$ cat src/tone_codec_defs.svh
// Timing counts, tone frequencies and reset values of the tone transceiver logic
`ifndef TONE_CODEC_DEFS_SVH
`define TONE_CODEC_DEFS_SVH

// ----------------------------------------
// Timing
// ----------------------------------------
`define REF_CLK_HZ 100000000
`define BURST_MS 51
`define BURST_CYCLES ((`REF_CLK_HZ / 1000) * `BURST_MS)
`define SEGMENTS 32
`define GUARD_PRESENT_US 40000
`define GUARD_ABSENT_US 40000
`define GUARD_PRESENT_CYCLES ((`REF_CLK_HZ / 1000000) * `GUARD_PRESENT_US)
`define GUARD_ABSENT_CYCLES ((`REF_CLK_HZ / 1000000) * `GUARD_ABSENT_US)

// ----------------------------------------
// Tone frequencies, low group then high group
// ----------------------------------------
`define FREQ_L1 697
`define FREQ_L2 770
`define FREQ_L3 852
`define FREQ_L4 941
`define FREQ_H1 1209
`define FREQ_H2 1336
`define FREQ_H3 1477
`define FREQ_H4 1633

// ----------------------------------------
// Reset values
// ----------------------------------------
`define CODE_RESET 4'h0

`endif

$ cat src/tone_codec_pkg.sv
// Types shared by the tone transceiver logic
package tone_codec_pkg;

	// Two tone group selections, row and column, each one-hot of four
	typedef struct packed {
		logic [3:0] row;
		logic [3:0] col;
	} tone_sel_t;

	// Host control bits
	typedef struct packed {
		logic tone_output_enable;
		logic progress_mode_select;
		logic irq_enable;
		logic burst_enable;
		logic single_tone;
		logic single_col;
	} ctrl_t;

	// Transmit burst phases
	typedef enum logic [1:0] {
		TX_IDLE,
		TX_BURST,
		TX_PAUSE
	} tx_state_t;

	// Receive steering phases
	typedef enum logic [1:0] {
		RX_ABSENT,
		RX_QUAL_ON,
		RX_PRESENT,
		RX_QUAL_OFF
	} rx_state_t;

endpackage

$ cat src/tone_divider.sv
// Programmable segment divider with 32-step sine address counter
`timescale 1ns/1ps
module tone_divider #(
	parameter int DIV_W = 13,
	parameter int ADDR_W = 5
) (
	// Clock and reset
	input wire logic ref_clk,
	input wire logic rst_b,
	input wire logic clk_en,
	// Control
	input wire logic run,
	input wire logic [DIV_W-1:0] seg_len,
	// Sine table address
	output logic [ADDR_W-1:0] sine_addr
);

	logic [DIV_W-1:0] div_count;
	wire seg_end = (div_count == seg_len);

	// --------------------------------------
	// Divider and address counter
	// --------------------------------------
	always_ff @(posedge ref_clk or negedge rst_b) begin
		if (!rst_b) begin
			div_count <= '0;
			sine_addr <= '0;
		end else if (clk_en) begin
			if (!run) begin
				div_count <= '0;
				sine_addr <= '0;
			end else if (seg_end) begin
				div_count <= '0;
				sine_addr <= sine_addr + 1'b1;
			end else begin
				div_count <= div_count + 1'b1;
			end
		end
	end

endmodule

$ cat src/tone_codec.sv
// Tone transceiver receive register, steering, generator and burst timer
`timescale 1ns/1ps
`include "tone_codec_defs.svh"
module tone_codec #(
	parameter int CLK_HZ = `REF_CLK_HZ,
	parameter int BURST_CYCLES = `BURST_CYCLES,
	parameter int GUARD_PRESENT_CYCLES = `GUARD_PRESENT_CYCLES,
	parameter int GUARD_ABSENT_CYCLES = `GUARD_ABSENT_CYCLES,
	parameter int DIV_W = 13
) (
	// Clock, reset, enable
	input wire logic ref_clk,
	input wire logic rst_b,
	input wire logic clk_en,
	// Control bits
	input wire tone_codec_pkg::ctrl_t ctrl,
	// Receiver front end
	input wire logic early_tone_detect,
	input wire logic [3:0] detected_code,
	// Transmit code write
	input wire logic tx_write,
	input wire logic [3:0] tx_code,
	// Status read strobe
	input wire logic status_read,
	// Receive and status outputs
	output logic [3:0] received_code_bits,
	output logic steering_guard_pin,
	output logic delayed_steering,
	output logic data_valid,
	output logic tx_ready,
	output logic interrupt_or_progress_pin_oe,
	// Transmit outputs
	output tone_codec_pkg::tone_sel_t tone_sel,
	output logic [4:0] row_addr,
	output logic [4:0] col_addr,
	output logic row_on,
	output logic col_on
);

	// --------------------------------------
	// Segment length for a tone frequency
	// --------------------------------------
	function automatic logic [DIV_W-1:0] seg_len_of(input int freq);
		int cycles;
		begin
			cycles = CLK_HZ / (freq * `SEGMENTS);
			seg_len_of = DIV_W'(cycles - 1);
		end
	endfunction

	// Digit code to two-of-eight selection, shared encoding
	function automatic tone_codec_pkg::tone_sel_t code_to_sel(
		input logic [3:0] code);
		tone_codec_pkg::tone_sel_t s;
		begin
			s = '0;
			case (code)
			4'h1: s = {4'h1, 4'h1};
			4'h2: s = {4'h1, 4'h2};
			4'h3: s = {4'h1, 4'h4};
			4'h4: s = {4'h2, 4'h1};
			4'h5: s = {4'h2, 4'h2};
			4'h6: s = {4'h2, 4'h4};
			4'h7: s = {4'h4, 4'h1};
			4'h8: s = {4'h4, 4'h2};
			4'h9: s = {4'h4, 4'h4};
			4'ha: s = {4'h8, 4'h2};
			4'hb: s = {4'h8, 4'h1};
			4'hc: s = {4'h8, 4'h4};
			4'hd: s = {4'h1, 4'h8};
			4'he: s = {4'h2, 4'h8};
			4'hf: s = {4'h4, 4'h8};
			default: s = {4'h8, 4'h8};
			endcase
			code_to_sel = s;
		end
	endfunction

	// One-hot group select to segment length
	function automatic logic [DIV_W-1:0] pick_len(input logic [3:0] oh,
		input logic high);
		begin
			case ({high, oh})
			5'h01: pick_len = seg_len_of(`FREQ_L1);
			5'h02: pick_len = seg_len_of(`FREQ_L2);
			5'h04: pick_len = seg_len_of(`FREQ_L3);
			5'h08: pick_len = seg_len_of(`FREQ_L4);
			5'h11: pick_len = seg_len_of(`FREQ_H1);
			5'h12: pick_len = seg_len_of(`FREQ_H2);
			5'h14: pick_len = seg_len_of(`FREQ_H3);
			5'h18: pick_len = seg_len_of(`FREQ_H4);
			default: pick_len = '0;
			endcase
		end
	endfunction

	// --------------------------------------
	// Receive steering
	// --------------------------------------
	tone_codec_pkg::rx_state_t rx_state;
	tone_codec_pkg::rx_state_t next_rx_state;
	logic [31:0] guard_count;
	logic dtmf_rx_allowed;
	logic guard_on_done;
	logic guard_off_done;
	logic latch_now;
	logic steer_release;

	// Reception off in call-progress mode
	assign dtmf_rx_allowed = !ctrl.progress_mode_select;
	assign guard_on_done = (guard_count >= 32'(GUARD_PRESENT_CYCLES - 1));
	assign guard_off_done = (guard_count >= 32'(GUARD_ABSENT_CYCLES - 1));
	assign latch_now = (rx_state == tone_codec_pkg::RX_QUAL_ON)
		&& dtmf_rx_allowed && early_tone_detect && guard_on_done;
	assign steer_release = (rx_state == tone_codec_pkg::RX_QUAL_OFF)
		&& !early_tone_detect && guard_off_done;

	// Next steering state
	always_comb begin
		next_rx_state = rx_state;
		case (rx_state)
		tone_codec_pkg::RX_ABSENT: begin
			if (early_tone_detect && dtmf_rx_allowed)
				next_rx_state = tone_codec_pkg::RX_QUAL_ON;
		end
		tone_codec_pkg::RX_QUAL_ON: begin
			if (!early_tone_detect || !dtmf_rx_allowed)
				next_rx_state = tone_codec_pkg::RX_ABSENT;
			else if (guard_on_done)
				next_rx_state = tone_codec_pkg::RX_PRESENT;
		end
		tone_codec_pkg::RX_PRESENT: begin
			if (!early_tone_detect)
				next_rx_state = tone_codec_pkg::RX_QUAL_OFF;
		end
		tone_codec_pkg::RX_QUAL_OFF: begin
			if (early_tone_detect)
				next_rx_state = tone_codec_pkg::RX_PRESENT;
			else if (guard_off_done)
				next_rx_state = tone_codec_pkg::RX_ABSENT;
		end
		default: next_rx_state = tone_codec_pkg::RX_ABSENT;
		endcase
	end

	// Guard counter restarts on every state change
	always_ff @(posedge ref_clk or negedge rst_b) begin
		if (!rst_b) begin
			rx_state <= tone_codec_pkg::RX_ABSENT;
			guard_count <= 32'h0;
		end else if (clk_en) begin
			rx_state <= next_rx_state;
			if (next_rx_state != rx_state)
				guard_count <= 32'h0;
			else
				guard_count <= guard_count + 32'h1;
		end
	end

	// Code latch, steering and guard outputs
	always_ff @(posedge ref_clk or negedge rst_b) begin
		if (!rst_b) begin
			received_code_bits <= `CODE_RESET;
			delayed_steering <= 1'b0;
			steering_guard_pin <= 1'b0;
		end else if (clk_en) begin
			if (latch_now)
				received_code_bits <= detected_code;
			if (latch_now)
				delayed_steering <= 1'b1;
			else if (steer_release)
				delayed_steering <= 1'b0;
			steering_guard_pin <= (next_rx_state == tone_codec_pkg::RX_PRESENT)
				|| (next_rx_state == tone_codec_pkg::RX_QUAL_OFF);
		end
	end

	// --------------------------------------
	// Burst timer
	// --------------------------------------
	tone_codec_pkg::tx_state_t tx_state;
	logic [31:0] burst_count;
	logic [31:0] phase_len;
	logic phase_done;

	// Call-progress mode doubles the phase
	assign phase_len = ctrl.progress_mode_select
		? 32'(2 * BURST_CYCLES - 1) : 32'(BURST_CYCLES - 1);
	assign phase_done = (burst_count >= phase_len);

	always_ff @(posedge ref_clk or negedge rst_b) begin
		if (!rst_b) begin
			tx_state <= tone_codec_pkg::TX_IDLE;
			burst_count <= 32'h0;
		end else if (clk_en) begin
			case (tx_state)
			tone_codec_pkg::TX_IDLE: begin
				burst_count <= 32'h0;
				if (tx_write && ctrl.burst_enable && ctrl.tone_output_enable)
					tx_state <= tone_codec_pkg::TX_BURST;
			end
			tone_codec_pkg::TX_BURST: begin
				burst_count <= phase_done ? 32'h0 : burst_count + 32'h1;
				if (phase_done)
					tx_state <= tone_codec_pkg::TX_PAUSE;
			end
			tone_codec_pkg::TX_PAUSE: begin
				burst_count <= phase_done ? 32'h0 : burst_count + 32'h1;
				if (phase_done)
					tx_state <= tone_codec_pkg::TX_IDLE;
			end
			default: tx_state <= tone_codec_pkg::TX_IDLE;
			endcase
		end
	end

	// --------------------------------------
	// Status flags and interrupt
	// --------------------------------------
	logic burst_finish;
	logic finish_seen;
	logic next_irq;
	assign burst_finish = (tx_state == tone_codec_pkg::TX_PAUSE)
		&& phase_done;
	assign next_irq = ctrl.irq_enable && !ctrl.progress_mode_select
		&& (data_valid || (tx_ready && ctrl.burst_enable));

	// Set wins over the read clear
	always_ff @(posedge ref_clk or negedge rst_b) begin
		if (!rst_b) begin
			data_valid <= 1'b0;
			tx_ready <= 1'b0;
			finish_seen <= 1'b0;
			interrupt_or_progress_pin_oe <= 1'b0;
		end else if (clk_en) begin
			if (latch_now)
				data_valid <= 1'b1;
			else if (status_read)
				data_valid <= 1'b0;
			// Ready one cycle late, so the registered gap is whole
			finish_seen <= burst_finish;
			if (finish_seen)
				tx_ready <= 1'b1;
			else if (tx_write || status_read)
				tx_ready <= 1'b0;
			interrupt_or_progress_pin_oe <= next_irq
				&& !(status_read && !latch_now && !finish_seen);
		end
	end

	// --------------------------------------
	// Tone generator
	// --------------------------------------
	tone_codec_pkg::tone_sel_t next_sel;
	logic tone_run;
	logic next_row_on;
	logic next_col_on;
	logic [4:0] row_a;
	logic [4:0] col_a;

	assign next_sel = code_to_sel(tx_code);
	// Enable bit gates tones; burst gating when burst mode on
	assign tone_run = ctrl.tone_output_enable && (!ctrl.burst_enable
		|| tx_state == tone_codec_pkg::TX_BURST);
	assign next_row_on = tone_run && !(ctrl.single_tone && ctrl.single_col);
	assign next_col_on = tone_run && !(ctrl.single_tone && !ctrl.single_col);

	// Transmit code latch and output registers
	always_ff @(posedge ref_clk or negedge rst_b) begin
		if (!rst_b) begin
			tone_sel <= code_to_sel(`CODE_RESET);
			row_on <= 1'b0;
			col_on <= 1'b0;
			row_addr <= 5'h00;
			col_addr <= 5'h00;
		end else if (clk_en) begin
			if (tx_write)
				tone_sel <= next_sel;
			row_on <= next_row_on;
			col_on <= next_col_on;
			row_addr <= row_a;
			col_addr <= col_a;
		end
	end

	// Identical row and column dividers
	tone_divider #(.DIV_W(DIV_W), .ADDR_W(5)) u_row_div (
		.ref_clk(ref_clk),
		.rst_b(rst_b),
		.clk_en(clk_en),
		.run(next_row_on),
		.seg_len(pick_len(tone_sel.row, 1'b0)),
		.sine_addr(row_a)
	);

	tone_divider #(.DIV_W(DIV_W), .ADDR_W(5)) u_col_div (
		.ref_clk(ref_clk),
		.rst_b(rst_b),
		.clk_en(clk_en),
		.run(next_col_on),
		.seg_len(pick_len(tone_sel.col, 1'b1)),
		.sine_addr(col_a)
	);

endmodule

$ cat config.mk
export PLATFORM = sky130hd
export DESIGN_NAME = tone_codec
export DESIGN_NICKNAME = d
export VERILOG_FILES = /design/src/tone_codec_pkg.sv /design/src/tone_divider.sv /design/src/tone_codec.sv
export VERILOG_INCLUDE_DIRS = /design/src
export SDC_FILE = /design/constraint.sdc
export NUM_CORES = 1
export LEC_CHECK = 0
export BUFFER_PORTS_ARGS = -buffer_cell sky130_fd_sc_hd__buf_4
export CAP_MARGIN = 5
export CORE_MARGIN = 5
export CORE_UTILIZATION = 50
export CTS_BUF_LIST = sky130_fd_sc_hd__clkbuf_4
export DETAILED_ROUTE_END_ITERATION = 10
export HOLD_SLACK_MARGIN = 0.05
export PLACE_DENSITY = 0.67
export SETUP_SLACK_MARGIN = 0.02
export SLEW_MARGIN = 20
export SYNTH_ARGS = -nofsm -noshare
export SYNTH_HDL_FRONTEND = slang
export SYNTH_HIERARCHICAL = 1
export SYNTH_SLANG_ARGS = --single-unit
$ cat constraint.sdc
create_clock -name ref_clk -period 2.41 [get_ports ref_clk]
set_input_delay 0.3615 -clock ref_clk [delete_from_list [all_inputs] [get_ports ref_clk]]
set_output_delay 0.3615 -clock ref_clk [all_outputs]
set_load 0.02 [all_outputs]
==> flow_summary.json <==
{
  "clk_latency_ns": 0.54,
  "syn2layout_area_growth_pct": 15.1,
  "post_drt_wl_per_cell_um": 16.7,
  "vias": 6226,
  "min_path_type": "input pin to flip-flop",
  "required_ns": 2.83,
  "fp.dieArea_um2": 18000,
  "powerDensity_nw_per_um2": 575,
  "n_fill_cell": 1301,
  "fin_crit_sh_pct": 97.5,
  "pre_cts_ws_ns": -0.158,
  "post-route-util_pct": 58.6,
  "cts_buffer_depth": 2,
  "fin_crit_ns": 2.35,
  "timing.final.ws_setup_ns": 0.0603,
  "synth-edff-count": 0,
  "yosys.area.top_type_share_pct": 42.8,
  "worst_slew_pin_slew_ns": 0.621,
  "hold_slack_ns": 0.124,
  "die_h_um": 134,
  "routed_wl_mm": 17.9,
  "grt_remaining_overflow": 0,
  "fmax_mhz": 426,
  "final_area_um2": 8880,
  "arrival_ns": 2.77,
  "grt_first_pass_wirelength_mm": 30.8,
  "syn_avg_cell_area_um2": 9.69,
  "placed_cell_area_um2": 8440,
  "max_stage_delay_ns": 0.62,
  "path_cells": "nor4b_2 -> or2_4 -> nand2b_1 -> xnor2_1 -> nand2_1 -> nor4_4 -> buf_4 -> a21oi_1 -> a211o_1",
  "ant_nets": 0,
  "dp_hpwl_mm": 12.8,
  "clockRootBuffer": "clkbuf_4",
  "outcome": "complete, no violations",
  "max_slew_margin_pct": 58.6,
  "endpoint_kind": "flip-flop",
  "ios": 49,
  "syn_area_um2": 7710,
  "p_leak_nw": 4.13,
  "ys_async_sr_fraction_pct": 100,
  "yosys.area.top_type": "dfrtp_1",
  "finalHoldViolCount": 0,
  "grt_usage_pct": 20.7,
  "grt_max_degree": 55,
  "port_buffers": 48,
  "antenna_found_initial": 0,
  "insertedDiodeCount": 0,
  "power_mw": 5.11,
  "rsz0062_at_grt": "true",
  "die_w_um": 134,
  "start_util_pct": 50.9,
  "cts_tree": "done",
  "yosysUniqueCellTypes": 63,
  "path_max_fanout": 8,
  "gp_congestion": 0.864,
  "ir_worst_vdd_mv": 0.290,
  "final_common_cell": "dfrtp_1",
  "crit_slowest_cell": "dfstp_2",
  "crit_family": "simple AND/OR/NAND/NOR gates",
  "grt_pass1_vias": 6403,
  "layout_common_cells": "dfrtp_1 (126), buf_4 (77), nand2_1 (72), nor2_1 (68), xnor2_1 (42)",
  "final-setup-viol-count": 0,
  "ys_seq_elements": 134,
  "yosys-top-cells-area": "dfrtp_1 (43%), xnor2_1 (4.8%), ha_1 (4.2%)",
  "drt_pass1_iterations": 7,
  "yosysWarnings": 6,
  "num_rows": 45,
  "drt_iter0_markers": 439,
  "finClkSkew_ns": 0.0236,
  "core_um2": 15100,
  "clk_pin_slew_worst_paths_ns": 0.11,
  "synth_flop_cell": "dfrtp_1",
  "drc_errors": 0,
  "syn_inst": 796,
  "crit_buf_inv": 1,
  "drive_gt1_share_pct": 20.1,
  "timing_max_transition_violations_final": 0,
  "clkSinkCount": 134,
  "crit_type": "flip-flop to flip-flop",
  "worstSetupStartpointType": "flip-flop",
  "drv_cap": 0,
  "fin_nets": 922,
  "routed_via_density": 5.81,
  "seq_area_frac_synth_pct": 43.5,
  "htree_levels": 4,
  "cts_buffers": 17
}
state kept, by name, summed over array words and instances (netlist names), 2 cells and up:
| name | flops |
|---|---|
| u_row_div/sine_addr | 5 |
| guard_count | 32 |
| col_addr | 5 |
| u_row_div/div_count | 13 |
| u_col_div/sine_addr | 5 |
| u_col_div/div_count | 13 |
| tone_sel | 8 |
| burst_count | 32 |
| rx_state | 2 |
| received_code_bits | 4 |
| tx_state | 2 |
| row_addr | 5 |
stage by stage:
stage,setup TNS (ns),std cells
2_1_floorplan,0,797
3_3_place_gp,0,1032
3_5_place_dp,-1.32,1032
4_1_cts,0,1067
5_1_grt,-0.108,1072
6_report,0,1072
what timing repair did:
action                                  in CTS  in global routing
endpoints found under the setup margin      17                 50
hold endpoints to repair                    53                  0
pin swaps                                    2                  5
hold buffers                                 5                  0
gates resized for setup                      0                 18
buffers inserted                             2                  4
gates cloned                                 1                  1
synthesized netlist by cell type, types with 24 or more instances:
cell type	number
o21ai_0	42
nor2_1	69
nand4_1	24
a21oi_1	29
nand2_1	72
nand3_1	37
xor2_1	31
xnor2_1	42
and3_1	24
dfrtp_1	132
ha_1	26
inv_1	24
routing by layer:
layer	part of all wire, %	vias to the layer above	global-route usage, %
met5	0	-	0
met4	1.5	0	5.71
met3	2.7	25	4.24
met2	50	107	35.0
met1	46	3084	27.2
li1	-	3010	-
worst paths after layout:
path	start	endpoint	slack, ns	cells past startpoint
max	tone_sel[7]$_DFFE_PN1P_	u_row_div/sine_addr[4]$_DFFE_PN0P_	0.06	9
min	status_read	data_valid$_DFFE_PN0P_	0.12	4
max reg2reg	tone_sel[7]$_DFFE_PN1P_	u_row_div/sine_addr[4]$_DFFE_PN0P_	0.06	9
min reg2reg	burst_count[28]$_DFFE_PN0P_	burst_count[28]$_DFFE_PN0P_	0.50	1
max in group asynchronous	rst_b	burst_count[9]$_DFFE_PN0P_	1.37	3
min in group asynchronous	rst_b	row_on$_DFFE_PN0P_	0.34	2
logic make-up after synthesis:
kind of cell | share of synthesized area (%)
multiplexers | 4.43
buffers and inverters | 3.20
AO/OA/AOI/OAI | 14.5
flip-flops | 43.5
AND/OR/NAND/NOR | 21.8
XOR/XNOR | 8.29
other | 0.0486
adder cells (fa/ha/maj) | 4.22
area by class of cell:
class	count	area, µm²	area share [%]
clock buffer	20	150	1.69
tap	188	235	2.65
timing repair buffer	88	722	8.13
inverter	24	90.1	1.01
clock inverter	7	109	1.23
multi-input combinational	611	4210	47.4
sequential	134	3360	37.9
power breakdown:
group          switching (mW)  internal [mW]  total [mW]
Clock                   0.784          0.718        1.50
Sequential              0.135           2.34        2.47
Combinational           0.652          0.477        1.13
Total                    1.57           3.53        5.11
worst reg2reg max path: cells and delay by family, from the launching register on:
| family | cells | cell delay [ns] |
|---|---|---|
| XOR/XNOR | 1 | 0.21 |
| flip-flops | 1 | 0.62 |
| buffers and inverters | 1 | 0.19 |
| AO/OA/AOI/OAI | 2 | 0.34 |
| AND/OR/NAND/NOR | 5 | 0.90 |
(Power assumes the default switching activity.)
